--- config.mk ---
export PLATFORM = sky130hd
export DESIGN_NAME = crg_top
export DESIGN_NICKNAME = d
export VERILOG_FILES = /design/src/crg_top.v
export VERILOG_INCLUDE_DIRS = /design/src
export SDC_FILE = /design/constraint.sdc
export NUM_CORES = 1
export LEC_CHECK = 0
export BUFFER_PORTS_ARGS = -buffer_cell sky130_fd_sc_hd__buf_4
export CAP_MARGIN = 15
export CORE_ASPECT_RATIO = 1.1
export CORE_UTILIZATION = 40
export DETAILED_ROUTE_END_ITERATION = 8
export GPL_ROUTABILITY_DRIVEN = 0
export GPL_TIMING_DRIVEN = 0
export HOLD_SLACK_MARGIN = 0.12
export PLACE_DENSITY = 0.76
export SYNTH_ARGS = -nofsm -noshare
export SYNTH_HDL_FRONTEND = slang
export SYNTH_SLANG_ARGS = --single-unit
--- constraint.sdc ---
create_clock -name clk -period 1.95 [get_ports clk]
set_input_delay 0.2925 -clock clk [delete_from_list [all_inputs] [get_ports clk]]
set_output_delay 0.2925 -clock clk [all_outputs]
set_load 0.05 [all_outputs]
--- src/crg_defs.vh ---
// Constants for the comparator and reference generator control block.
// Assumes inclusion by crg_top.v and by the bench; holds definitions only.
`ifndef CRG_DEFS_VH
`define CRG_DEFS_VH

// =====================================================================
// Register map (printed offsets are not word multiples: index * 4)
`define CRG_IDX_CMP_CTRL 8'h19
`define CRG_IDX_REF_CTRL 8'h99
`define CRG_IDX_STATUS 8'h20
`define CRG_IDX_PINS 8'h21
`define CRG_ADDR_W 10

// =====================================================================
// Comparator control fields
`define CRG_CMP_MODE_LSB 0
`define CRG_CMP_MODE_MSB 2
`define CRG_CMP_SWITCH_BIT 3
`define CRG_CMP_INVERT_BIT 4
`define CRG_CMP_RESULT_BIT 6
`define CRG_CMP_WR_MASK 5'h1F
`define CRG_CMP_RESET 5'h00

// =====================================================================
// Reference control fields
`define CRG_REF_ENABLE_BIT 7
`define CRG_REF_RANGE_BIT 5
`define CRG_REF_TAP_MSB 3
`define CRG_REF_WR_MASK 8'hAF
`define CRG_REF_RESET 8'h00

// =====================================================================
// Status register fields
`define CRG_STAT_FLAG_BIT 0
`define CRG_STAT_MISMATCH_BIT 1
`define CRG_STAT_SLEEP_BIT 2

// =====================================================================
// Comparator modes
`define CRG_MODE_RESET 3'h0
`define CRG_MODE_OUT_A 3'h1
`define CRG_MODE_REF_A 3'h2
`define CRG_MODE_OUT_B 3'h3
`define CRG_MODE_REF_B 3'h4
`define CRG_MODE_SW_REF 3'h5
`define CRG_MODE_SW_REF_OUT 3'h6
`define CRG_MODE_OFF 3'h7

// =====================================================================
// Bus responses
`define CRG_RESP_OKAY 2'h0
`define CRG_RESP_SLVERR 2'h2

`endif

--- src/crg_top.v ---
// Control and status logic for one analog comparator and its 32-level
// reference ladder, reached over AXI4-Lite. The analog parts sit outside
// and are steered by the level outputs below.
//
// Behaviour
// - Uninverted result: one when positive above negative
// - Invert bit flips result polarity
// - Modes 110/101: switch bit picks negative input
// - Three-bit mode field selects eight modes
// - Result bit read-only; unused bits read zero
// - Three modes drive raw result onto pin
// - Direction bit enables pin driver in output modes
// - Analog-configured pins read zero from port
// - Reference feeds comparator in four modes
// - Ladder offers 32 levels, two ranges
// - Low range level is tap over 24
// - High range level is quarter plus tap/32
// - Range bit one selects low range
// - Enable bit powers ladder, clear powers down
// - Enabled comparator and ladder stay active asleep
// - Comparator event wakes device; registers kept
// - Mode 111 and cleared enable switch off
// - Reset restores both registers, mode 000
// - Result change sets event flag
// - Comparator register access ends mismatch; mismatch re-sets flag
// - Writing one sets flag, simulated event
`include "crg_defs.vh"
`timescale 1ns/10ps
`default_nettype none

module crg_top #(
  parameter TAP_W = 4
) (
  // Clock and reset
  input wire clk,
  input wire reset,
  // AXI4-Lite write address and data
  input wire [`CRG_ADDR_W-1:0] s_axi_awaddr,
  input wire s_axi_awvalid,
  output wire s_axi_awready,
  input wire [31:0] s_axi_wdata,
  input wire [3:0] s_axi_wstrb,
  input wire s_axi_wvalid,
  output wire s_axi_wready,
  // AXI4-Lite write response
  output reg [1:0] s_axi_bresp,
  output reg s_axi_bvalid,
  input wire s_axi_bready,
  // AXI4-Lite read
  input wire [`CRG_ADDR_W-1:0] s_axi_araddr,
  input wire s_axi_arvalid,
  output wire s_axi_arready,
  output reg [31:0] s_axi_rdata,
  output reg [1:0] s_axi_rresp,
  output reg s_axi_rvalid,
  input wire s_axi_rready,
  // Analog comparator interface
  input wire comparator_raw,
  output wire [2:0] comparator_mode_sel,
  output wire input_switch,
  output wire neg_to_noninv_pin,
  output wire ref_to_comparator,
  output wire comparator_power,
  // Reference ladder
  output wire refgen_enable,
  output wire ref_range_sel,
  output wire [TAP_W-1:0] ref_tap_sel,
  output wire [TAP_W:0] ref_level_code,
  // Output pin and shared pins
  input wire pin_direction_out_n,
  output wire comparator_output_pin_o,
  output wire comparator_output_pin_oe,
  input wire [2:0] port_pins_in,
  output wire [2:0] port_read,
  // Core side
  input wire sleep_active,
  output wire wake_request,
  output wire cmp_event_flag
);

  // ===================================================================
  // Registers
  reg [4:0] comparator_ctrl;
  reg [7:0] refgen_ctrl;
  reg flag;
  reg mismatch;
  reg sync_a;
  reg sync_b;
  reg result_q;
  reg aw_held;
  reg w_held;
  reg [`CRG_ADDR_W-1:0] aw_addr;
  reg [31:0] w_data;
  reg [3:0] w_strb;

  wire output_invert = comparator_ctrl[`CRG_CMP_INVERT_BIT];
  wire [2:0] mode = comparator_ctrl[`CRG_CMP_MODE_MSB:`CRG_CMP_MODE_LSB];

  // ===================================================================
  // Comparator result
  // Raw analog decision is asynchronous; only the pin path sees it raw.
  wire raw_polar = comparator_raw ^ output_invert;
  always @(posedge clk) begin
    if (reset) begin
      sync_a <= 1'b0;
      sync_b <= 1'b0;
      result_q <= 1'b0;
    end else begin
      sync_a <= raw_polar;
      sync_b <= sync_a;
      result_q <= sync_b;
    end
  end
  wire comparator_result = sync_b;
  wire result_changed = sync_b ^ result_q;

  // ===================================================================
  // Mode decode
  // One table for all eight codes, so a new mapping is a local change
  reg dec_on;
  reg dec_output;
  reg dec_ref;
  reg dec_switch;
  always @* begin
    dec_on = 1'b1;
    dec_output = 1'b0;
    dec_ref = 1'b0;
    dec_switch = 1'b0;
    case (mode)
      `CRG_MODE_RESET: begin
        dec_on = 1'b0;
      end
      `CRG_MODE_OUT_A: begin
        dec_output = 1'b1;
      end
      `CRG_MODE_REF_A: begin
        dec_ref = 1'b1;
      end
      `CRG_MODE_OUT_B: begin
        dec_output = 1'b1;
      end
      `CRG_MODE_REF_B: begin
        dec_ref = 1'b1;
      end
      `CRG_MODE_SW_REF: begin
        dec_ref = 1'b1;
        dec_switch = 1'b1;
      end
      `CRG_MODE_SW_REF_OUT: begin
        dec_output = 1'b1;
        dec_ref = 1'b1;
        dec_switch = 1'b1;
      end
      `CRG_MODE_OFF: begin
        dec_on = 1'b0;
      end
      default: begin
        dec_on = 1'b0;
      end
    endcase
  end
  wire mode_on = dec_on;
  wire mode_output = dec_output;
  wire mode_ref = dec_ref;
  wire mode_switch = dec_switch;

  assign comparator_mode_sel = mode;
  assign input_switch = comparator_ctrl[`CRG_CMP_SWITCH_BIT];
  assign neg_to_noninv_pin = mode_switch & input_switch;
  assign ref_to_comparator = mode_ref & refgen_enable;
  // Sleep does not gate power: an enabled comparator keeps running.
  assign comparator_power = mode_on;

  // Raw decision straight to the pin, bypassing the clock.
  assign comparator_output_pin_o = mode_output & raw_polar;
  assign comparator_output_pin_oe = mode_output & ~pin_direction_out_n;

  // ===================================================================
  // Reference ladder
  assign refgen_enable = refgen_ctrl[`CRG_REF_ENABLE_BIT];
  assign ref_range_sel = refgen_ctrl[`CRG_REF_RANGE_BIT];
  assign ref_tap_sel = refgen_ctrl[`CRG_REF_TAP_MSB:0];
  // Level code: msb 1 = low range (tap/24), 0 = high (1/4 + tap/32);
  // zero while powered down so the ladder draws nothing.
  assign ref_level_code = refgen_enable ? {ref_range_sel, ref_tap_sel} :
                          {(TAP_W+1){1'b0}};

  // ===================================================================
  // Shared port read
  // Pins 0 and 1 are analog while the comparator uses them; pin 2 is
  // analog only in reset mode. Off mode frees all pins as digital.
  wire pins01_analog = (mode != `CRG_MODE_OFF);
  wire pin2_analog = (mode == `CRG_MODE_RESET);
  wire [2:0] pin_analog = {pin2_analog, pins01_analog, pins01_analog};
  genvar gp;
  generate
    for (gp = 0; gp < 3; gp = gp + 1) begin : g_pin
      // Pins are asynchronous: two flops before anything reads them
      reg sync_a_bit;
      reg sync_b_bit;
      always @(posedge clk) begin
        if (reset) begin
          sync_a_bit <= 1'b0;
          sync_b_bit <= 1'b0;
        end else begin
          sync_a_bit <= port_pins_in[gp];
          sync_b_bit <= sync_a_bit;
        end
      end
      // Analog pins read zero; digital pins read their synced level
      assign port_read[gp] = sync_b_bit & ~pin_analog[gp];
    end
  endgenerate

  // ===================================================================
  // AXI4-Lite slave
  // Address and data may arrive in either order; the early half is
  // parked until its partner comes. No new write while bvalid stands.
  assign s_axi_awready = ~aw_held & ~s_axi_bvalid;
  assign s_axi_wready = ~w_held & ~s_axi_bvalid;
  assign s_axi_arready = ~s_axi_rvalid;

  wire aw_now = aw_held | s_axi_awvalid;
  wire w_now = w_held | s_axi_wvalid;
  wire wr_fire = aw_now & w_now & ~s_axi_bvalid;
  wire [`CRG_ADDR_W-1:0] wr_addr = aw_held ? aw_addr : s_axi_awaddr;
  wire [31:0] wr_data = w_held ? w_data : s_axi_wdata;
  wire [3:0] wr_strb = w_held ? w_strb : s_axi_wstrb;
  wire [7:0] wr_idx = wr_addr[`CRG_ADDR_W-1:2];
  wire wr_lane0 = wr_strb[0];
  wire rd_fire = s_axi_arvalid & s_axi_arready;
  wire [7:0] rd_idx = s_axi_araddr[`CRG_ADDR_W-1:2];

  wire wr_cmp = wr_fire && (wr_idx == `CRG_IDX_CMP_CTRL);
  wire wr_ref = wr_fire && (wr_idx == `CRG_IDX_REF_CTRL);
  wire wr_stat = wr_fire && (wr_idx == `CRG_IDX_STATUS);
  wire rd_cmp = rd_fire && (rd_idx == `CRG_IDX_CMP_CTRL);
  wire wr_known = wr_cmp | wr_ref | wr_stat;

  always @(posedge clk) begin
    if (reset) begin
      aw_held <= 1'b0;
      w_held <= 1'b0;
      aw_addr <= {`CRG_ADDR_W{1'b0}};
      w_data <= 32'h0000_0000;
      w_strb <= 4'h0;
      s_axi_bvalid <= 1'b0;
      s_axi_bresp <= `CRG_RESP_OKAY;
    end else begin
      if (s_axi_awvalid & s_axi_awready & ~wr_fire) begin
        aw_held <= 1'b1;
        aw_addr <= s_axi_awaddr;
      end else if (wr_fire) begin
        aw_held <= 1'b0;
      end
      if (s_axi_wvalid & s_axi_wready & ~wr_fire) begin
        w_held <= 1'b1;
        w_data <= s_axi_wdata;
        w_strb <= s_axi_wstrb;
      end else if (wr_fire) begin
        w_held <= 1'b0;
      end
      if (wr_fire) begin
        s_axi_bvalid <= 1'b1;
        s_axi_bresp <= wr_known ? `CRG_RESP_OKAY : `CRG_RESP_SLVERR;
      end else if (s_axi_bready) begin
        s_axi_bvalid <= 1'b0;
      end
    end
  end

  // Read data; unmapped indexes read zero and answer with an error
  reg [31:0] rd_word;
  reg rd_known;
  always @* begin
    rd_word = 32'h0000_0000;
    rd_known = 1'b0;
    case (rd_idx)
      `CRG_IDX_CMP_CTRL: begin
        rd_known = 1'b1;
        rd_word[4:0] = comparator_ctrl;
        rd_word[`CRG_CMP_RESULT_BIT] = comparator_result;
      end
      `CRG_IDX_REF_CTRL: begin
        rd_known = 1'b1;
        rd_word[7:0] = refgen_ctrl & `CRG_REF_WR_MASK;
      end
      `CRG_IDX_STATUS: begin
        rd_known = 1'b1;
        rd_word[`CRG_STAT_FLAG_BIT] = flag;
        rd_word[`CRG_STAT_MISMATCH_BIT] = mismatch;
        rd_word[`CRG_STAT_SLEEP_BIT] = sleep_active;
      end
      `CRG_IDX_PINS: begin
        rd_known = 1'b1;
        rd_word[2:0] = port_read;
      end
      default: begin
        rd_word = 32'h0000_0000;
        rd_known = 1'b0;
      end
    endcase
  end

  always @(posedge clk) begin
    if (reset) begin
      s_axi_rvalid <= 1'b0;
      s_axi_rdata <= 32'h0000_0000;
      s_axi_rresp <= `CRG_RESP_OKAY;
    end else if (rd_fire) begin
      s_axi_rvalid <= 1'b1;
      s_axi_rdata <= rd_word;
      s_axi_rresp <= rd_known ? `CRG_RESP_OKAY : `CRG_RESP_SLVERR;
    end else if (s_axi_rready) begin
      s_axi_rvalid <= 1'b0;
    end
  end

  // ===================================================================
  // Control registers
  // Only reset and bus writes touch these; sleep and wake leave them as they are.
  always @(posedge clk) begin
    if (reset) begin
      comparator_ctrl <= `CRG_CMP_RESET;
      refgen_ctrl <= `CRG_REF_RESET;
    end else begin
      if (wr_cmp && wr_lane0) begin
        comparator_ctrl <= wr_data[4:0] & `CRG_CMP_WR_MASK;
      end
      if (wr_ref && wr_lane0) begin
        refgen_ctrl <= wr_data[7:0] & `CRG_REF_WR_MASK;
      end
    end
  end

  // ===================================================================
  // Change event
  // Mismatch: synced result differs from the value last latched by an
  // access to comparator_ctrl. It keeps re-setting the flag, so a mode
  // change without masking can fake an event.
  reg latched;
  always @(posedge clk) begin
    if (reset) begin
      latched <= 1'b0;
    end else if (rd_cmp | wr_cmp) begin
      latched <= comparator_result;
    end
  end
  // An access in this cycle ends the mismatch at once
  always @(posedge clk) begin
    if (reset) begin
      mismatch <= 1'b0;
    end else begin
      mismatch <= ~(rd_cmp | wr_cmp) & (comparator_result != latched);
    end
  end
  // A hardware set beats a software clear landing in the same cycle,
  // so no change can be lost to a racing clear.
  always @(posedge clk) begin
    if (reset) begin
      flag <= 1'b0;
    end else if (result_changed | mismatch) begin
      flag <= 1'b1;
    end else if (wr_stat && wr_lane0) begin
      flag <= wr_data[`CRG_STAT_FLAG_BIT];
    end
  end

  assign cmp_event_flag = flag;
  assign wake_request = flag & sleep_active & mode_on;

endmodule // crg_top

`default_nettype wire

-- Word-level counts from Yosys, hierarchy flattened
Cells that the tools add are included.
- register bits: 58
- input bits: 69
- logic and storage cells: 119
- eq/ne operators: 16
- mux-type cells: 25
- bitwise logic cells: 36
- reduce and logical (&&, ||, !) cells: 18
- operator list (kind ; number):
    8-bit by 6-bit equality test with 1-bit output (second input constant) ; 3
    1-bit AND ; 19
    1-bit 2-to-1 mux ; 18
    8-bit by 5-bit equality test with 1-bit output (second input constant) ; 2
    8-bit equality test (second input constant) ; 2
    3-bit equality test (second input constant) ; 4
    3-bit case mux with 4 select lines ; 1
    10-bit 2-to-1 mux ; 1
    2-bit nonzero test ; 5
    1-bit inverter ; 9
    8-bit 2-to-1 mux ; 1
    4-bit OR reduction ; 2
    1-bit logical AND ; 7
    3-bit by 2-bit equality test with 1-bit output (second input constant) ; 2
    1-bit OR ; 6
    5-bit 2-to-1 mux ; 1
    2-bit 2-to-1 mux ; 2
    2-bit case mux with 2 select lines ; 1
    2-bit OR reduction ; 2
    3-bit by 1-bit equality test with 1-bit output (second input constant) ; 1
    3-bit zero test ; 1
    3-bit != test (second input constant) ; 1
    3-bit OR reduction ; 1
    1-bit bitwise XOR ; 2
    1-bit != test ; 1

-- Logic depth before layout (Yosys ltp)
Gate-level depths: netlist of the first run.
- depth in word-level cells: 7
- depth in mapped cells: 6
- gate-level depth less buffers: 4

-- Least setup slack after synthesis of the first run
Ideal clock, no wire load.
- path type: register -> output
- from: register flag (netlist: cmp_event_flag)
- to: output wake_request
- arrival time: 2.304 ns
- required time: 1.657 ns
- path slack: -0.646 ns
- cell stages (with the launch flop): 3
- path buffers: 0
- path through: dfxtp_1 > inv_1 > nor4_1
- longest elaborated chain between the ends: 2
- RTL lines (element ; line ; text):
    start: declaration ; crg_top.v:85 ; reg flag;
    start signal: assignment ; crg_top.v:365 ; flag <= wr_data[`CRG_STAT_FLAG_BIT];
    1-bit AND (2 in a row) ; crg_top.v:370 ; assign wake_request = flag & sleep_active & mode_on;
    end: declaration ; crg_top.v:77 ; output wire wake_request,
No other way between the ends.

-- Worst setup path in the final report of the first run
- from: register comparator_ctrl[0]
- to: output comparator_output_pin_o
- longest elaborated chain between the ends: 4
- elaborated cells on any way between the ends: 6
- those cells by class: eq/ne (3); mux (1); bitwise (1); reduce/logical (1)
- RTL lines (element ; line ; text):
    start: declaration ; crg_top.v:83 ; reg [4:0] comparator_ctrl;
    start signal: assignment ; crg_top.v:324 ; comparator_ctrl <= `CRG_CMP_RESET;
    start signal: assignment ; crg_top.v:328 ; comparator_ctrl <= wr_data[4:0] & `CRG_CMP_WR_MASK;
    3-bit equality test, or another cell as far along ; crg_top.v:129 ; case (mode)
    3-bit OR reduction (no source line) * ; n/a ;
    1-bit 2-to-1 mux * ; crg_top.v:129 ;
    1-bit AND * ; crg_top.v:175 ; assign comparator_output_pin_o = mode_output & raw_polar;
    end: declaration ; crg_top.v:71 ; output wire comparator_output_pin_o,
Mark *: on every way between the ends. The rest lies on a longest branch, timed or not.

==> metrics, run 1 <==
vias in the first global route=2163; HP Class=primary input to flop; total setup buffers inserted after CTS=0; die height=88.6 um; worst skew pair latency=0.31 ns; initial drt markers=78; Remaining Overflow, GRT=0; PortBufs=75; worst-path maximum fanout=8; core area=6590 sq um; NumNets Final=471; Setup Viol. Count Final=0; Cells after Synth=295; clk slew on worst S/H paths=0.10 ns; Area growth, synth to finish=32.8%; Layout fillers=633; CP endpoint kind=primary output; Initial Util=0.414; initial antenna violation count=0; CTS tree=yes; FF+latch count, synth=53; # diodes=0; post-route clock period utilization=0.941; Hold Slack=0.190 ns; clock share of power=0.316; DRC=0; outcome=complete, no violations; antenna violation net count after detailed routing=0; GR met1 Demand/Resource=0.240; via count=2350; ys flop type=dfxtp_1; Pwr Density=676 nW/um^2; switching part of the total=0.293; WL/cell=13.4 um; DR vias/cell=4.85; static leakage=1.59 nW; clk root buf=clkbuf_8; largest net degree at the start of global routing=17; Mapped Area=2730 sq um; H-Tree Depth=2; CTS sink cnt=53; crit path DAT=1.54 ns; Logic pwr share=0.213; Top-Level Pins=135; EDFF count, synth=0; first-pass GRT wire length=10400 um; internal power=0.00173 W; CP max-delay cell=dfxtp_1; sequential share of power=0.470; final hold vios=0; WL final=6510 um; worst path required time=1.66 ns; Most Crowded Layer GR=met2; dpl hpwl=5050 um; maximum vdd drop=490 uV; CP Cell Sequence=mux2_2 > nor2_1 > buf_4; DR pass1 iterations=4; Synth cell types=50; Slew @ Worst Pin=0.540 ns; yosys warns=0; CTS max path bufs=2; # rows=31; delay-heaviest family, CP=flip-flops; average size of a mapped cell=9.25 sq um; met3 Resource Use GR=0.0340; CP max stage delay=0.48 ns; fmax=545 MHz; Num CTS Buffers=5; Switch Pwr=0.000717 W; GR Util All Layers=0.189; crit path launch type=flop; PnR Total Power=0.00245 W; fin. max-slew vios=0; Async SR Flop Fraction=0; area of the multi-input gates=1430 sq um; register area share after synthesis=0.389; max_cap viols=0; CP Buf/Inv Count=1; Worst Setup Path Type=flop to primary output; clock period minus worst slack=1.84 ns; Rel. slew slack=0.640; Register Area=1060 sq um; Clock Skew=0.0140 ns; layout cells sized above 1=0.355; Die ar.=7160 sq um; DIE WIDTH=80.8 um; met2 Use GR=0.334; RSZ-0062 raised after global routing=false
==> final timing paths <==
path,slack (ns),cells after the start,start,endpoint
worst max register to register,0.16,4,aw_held,cmp_event_flag
worst min-delay path,0.19,2,reset,result_q
worst max-delay path,0.11,3,comparator_ctrl[0],comparator_output_pin_o
worst min register to register,0.44,1,g_pin[2].sync_a_bit,g_pin[2].sync_b_bit
==> cell families (layout without fill, tap and decap cells) <==
family,Yosys count,in the layout,synth area share
multiplexers,36,36,0.136
XOR/XNOR,3,3,0.00963
flip-flops,53,53,0.389
AO/OA/AOI/OAI,40,40,0.116
buffers and inverters,55,138,0.127
other,1,26,0.00137
AND/OR/NAND/NOR,107,107,0.222
==> power by group through the flow <==
stage / Combinational, W / Sequential (W) / Clock (W)
floorplan: 0.000356 / 0.00120 / 0
global placement: 0.000513 / 0.00117 / 0
detailed placement: 0.000519 / 0.00118 / 0
CTS: 0.000520 / 0.00115 / 0.000790
global route: 0.000561 / 0.00116 / 0.000843
finish: 0.000523 / 0.00115 / 0.000775
==> layout make-up <==
class                   instances  area share
multi-input cells             212       0.395
flip-flops and latches         53       0.293
repair buffers                 75       0.155
plain buffers                  45      0.0849
well taps                      82      0.0283
clock buffers                   6      0.0228
clock inverters                 2      0.0104
inverters                      10      0.0104
==> repair_timing <==
action,in CTS,in global routing
hold buffers,0,0
hold endpoints to repair,0,0
resized for setup,0,2
endpoints found under the setup margin,0,10
==> cells in the mapped netlist (7+ instances only) <==
library cell / number / share of area
a31oi_1: 7 / 0.016
buf_4: 29 / 0.080
dfxtp_1: 53 / 0.39
inv_1: 10 / 0.014
mux2_2: 7 / 0.029
mux2i_1: 28 / 0.10
nand2_1: 11 / 0.015
nor2_1: 40 / 0.055
nor2b_1: 17 / 0.039
==> cell usage in the layout (no fill, tap or decap), types with 2 or more instances in the layout <==
cell type / Yosys / layout
nor2b_1: 17 / 17
o211ai_1: 3 / 3
inv_1: 10 / 10
clkbuf_8: 0 / 6
mux2_2: 7 / 7
conb_1: 1 / 26
clkbuf_1: 5 / 5
nand2_1: 11 / 11
a22oi_1: 3 / 3
buf_6: 3 / 3
buf_2: 6 / 6
nor4_2: 3 / 4
a311oi_1: 6 / 6
nand2b_1: 6 / 6
o32ai_1: 3 / 3
nor3_1: 6 / 6
buf_1: 2 / 2
dfxtp_1: 53 / 52
nor2_1: 40 / 39
a32oi_1: 2 / 2
nand4b_1: 2 / 2
buf_4: 29 / 104
mux2i_1: 28 / 28
a31oi_1: 7 / 7
xnor2_1: 3 / 3
and2_1: 6 / 6
and3_1: 2 / 2
a21oi_1: 6 / 6
==> state kept, by name, summed over array words and instances (netlist names), 3 cells and up <==
signal,count
w_data,7
g_pin.sync_b_bit,3
s_axi_rdata,8
g_pin.sync_a_bit,3
aw_addr,8
refgen_ctrl,6
comparator_ctrl,5
==> stage by stage <==
stage	cell area (sq um)	utilization	instances	setup slack [ns]	TNS, ns
6_report	3620	0.550	485	0.114	0
5_1_grt	3620	0.550	485	0.0319	0
4_1_cts	3620	0.549	485	0.000486	0
3_5_place_dp	3500	0.530	477	-0.0108	-0.0199
3_3_place_gp	3500	0.530	477	0.00613	0
2_1_floorplan	2830	-	320	-0.0955	-0.0955
==> layer usage <==
layer	routed length (um)	share of wire
met1	2850	0.44
met2	3250	0.50
met3	364	0.056
met4	42	0.0065
met5	0	0
Note: power is estimated with default switching activity, not from simulation.
==> inputs of run 2 (changes only) <==
--- a/config.mk
+++ b/config.mk
@@ -9,12 +9,12 @@
 export BUFFER_PORTS_ARGS = -buffer_cell sky130_fd_sc_hd__buf_4
 export CAP_MARGIN = 15
 export CORE_ASPECT_RATIO = 1.1
-export CORE_UTILIZATION = 40
+export CORE_UTILIZATION = 46
 export DETAILED_ROUTE_END_ITERATION = 8
 export GPL_ROUTABILITY_DRIVEN = 0
 export GPL_TIMING_DRIVEN = 0
 export HOLD_SLACK_MARGIN = 0.12
-export PLACE_DENSITY = 0.76
+export PLACE_DENSITY = 0.85
 export SYNTH_ARGS = -nofsm -noshare
 export SYNTH_HDL_FRONTEND = slang
 export SYNTH_SLANG_ARGS = --single-unit
==> metrics, run 2 (synthesis results as in run 1) <==
CTS tree=yes; layout cells sized above 1=0.355; initial antenna violation count=0; DIE WIDTH=75.4 um; DR pass1 iterations=4; worst path required time=2.19 ns; # diodes=0; GR Util All Layers=0.205; fmax=543 MHz; clk root buf=clkbuf_8; most frequent cells in the layout=buf_4 (104), dfxtp_1 (53), nor2_1 (39); Setup Viol. Count Final=0; most common cell after layout, fill and taps aside=buf_4; post-route clock period utilization=0.944; CTS max path bufs=2; WL/cell=13.0 um; WL final=6260 um; Clock Skew=0.00899 ns; clock period minus worst slack=1.84 ns; outcome=complete, no violations; core area=5730 sq um; NumNets Final=471; via count=2347; CP max stage delay=0.56 ns; Area growth, synth to finish=31.7%; Non-Filler Instances=480; RSZ-0062 raised after global routing=false; antenna violation net count after detailed routing=0; DR vias/cell=4.89; max_cap viols=0; CP max-delay cell=or4_1; CTS sink cnt=53; worst-path maximum fanout=6; PnR Total Power=0.00233 W; CP endpoint kind=flop; dpl hpwl=4870 um; Pwr Density=649 nW/um^2; Setup WS post-layout=0.110 ns; Largest regs=aw_addr (8), s_axi_rdata (8), w_data (7); clk slew on worst S/H paths=0.10 ns; final hold vios=0; # rows=29; Worst Setup Path Type=flop to flop; PortBufs=75; first-pass GRT wire length=9680 um; crit path DAT=2.08 ns; delay-heaviest family, CP=simple AND/OR/NAND/NOR gates; largest net degree at the start of global routing=19; DRC=0; CP Cell Sequence=nor4b_4 > o221ai_1 > or4_1 > a41oi_1; Remaining Overflow, GRT=0; HP Class=primary input to flop; Slew @ Worst Pin=0.532 ns; Num CTS Buffers=5; CP Buf/Inv Count=0; fin. max-slew vios=0; Top-Level Pins=135; die height=82.8 um; crit path launch type=flop; Place WS=0.00262 ns; Rel. slew slack=0.646; vias in the first global route=2090; H-Tree Depth=2; worst skew pair latency=0.32 ns; initial drt markers=50; Initial Util=0.476; static leakage=1.58 nW; placed cells=472; Die ar.=6240 sq um; maximum vdd drop=553 uV
-- run 2: changes by cell type in the layout (fill, tap and decap cells not counted), sizes merged --
cell,change
bufinv,-1
clkbuf,-1
inv,+2
-- run 2: routing by layer --
layer / global-route usage / vias up / part of all wire
met4: 0.0685 / 0 / 0.016
met3: 0.0338 / 10 / 0.050
li1: - / 1190 / -
met1: 0.252 / 1074 / 0.44
met2: 0.362 / 73 / 0.50
met5: 0 / - / 0
-- run 2: final cells by class --
type	instances	area [sq um]
Timing Repair Buffer	75	563
Inverter	10	37.5
Sequential cell	53	1060
Multi-Input combinational cell	212	1440
Buffer	45	308
Tap cell	77	96.3
Clock inverter	3	25.0
Clock buffer	5	68.8
Fill cell	504	2140
-- run 2: stage by stage --
step                      setup TNS [ns]  cell area (sq um)  hold slack, ns   util
after floorplan                  -0.0955               2830           0.372      -
after global placement                 0               3490           0.419  0.609
after detailed placement               0               3490           0.423  0.609
after CTS                              0               3580           0.189  0.625
after global routing                   0               3590           0.197  0.627
final                                  0               3590           0.188  0.627
-- run 2: worst paths after layout --
kind,from,slack [ns],depth (start not counted),endpoint
hold / removal,port_pins_in[2],0.19,2,g_pin[2].sync_a_bit
setup reg to reg,aw_held,0.11,4,cmp_event_flag
hold reg to reg,g_pin[2].sync_a_bit,0.44,1,g_pin[2].sync_b_bit
setup / recovery,aw_held,0.11,4,cmp_event_flag
-- run 2: timing repair --
item,4_1_cts,5_1_grt
hold buffers,0,0
setup buffers,0,0
setup endpoints to repair,0,6
hold endpoints to repair,0,0
resized for setup,0,2
-- run 2: power breakdown --
part / total, W / internal [W] / leakage (nW) / switching [W]
clock network: 0.000659 / 0.000263 / 0.0452 / 0.000396
registers: 0.00115 / 0.00112 / 0.432 / 0.0000296
logic: 0.000523 / 0.000195 / 1.10 / 0.000328
total: 0.00233 / 0.00158 / 1.58 / 0.000754
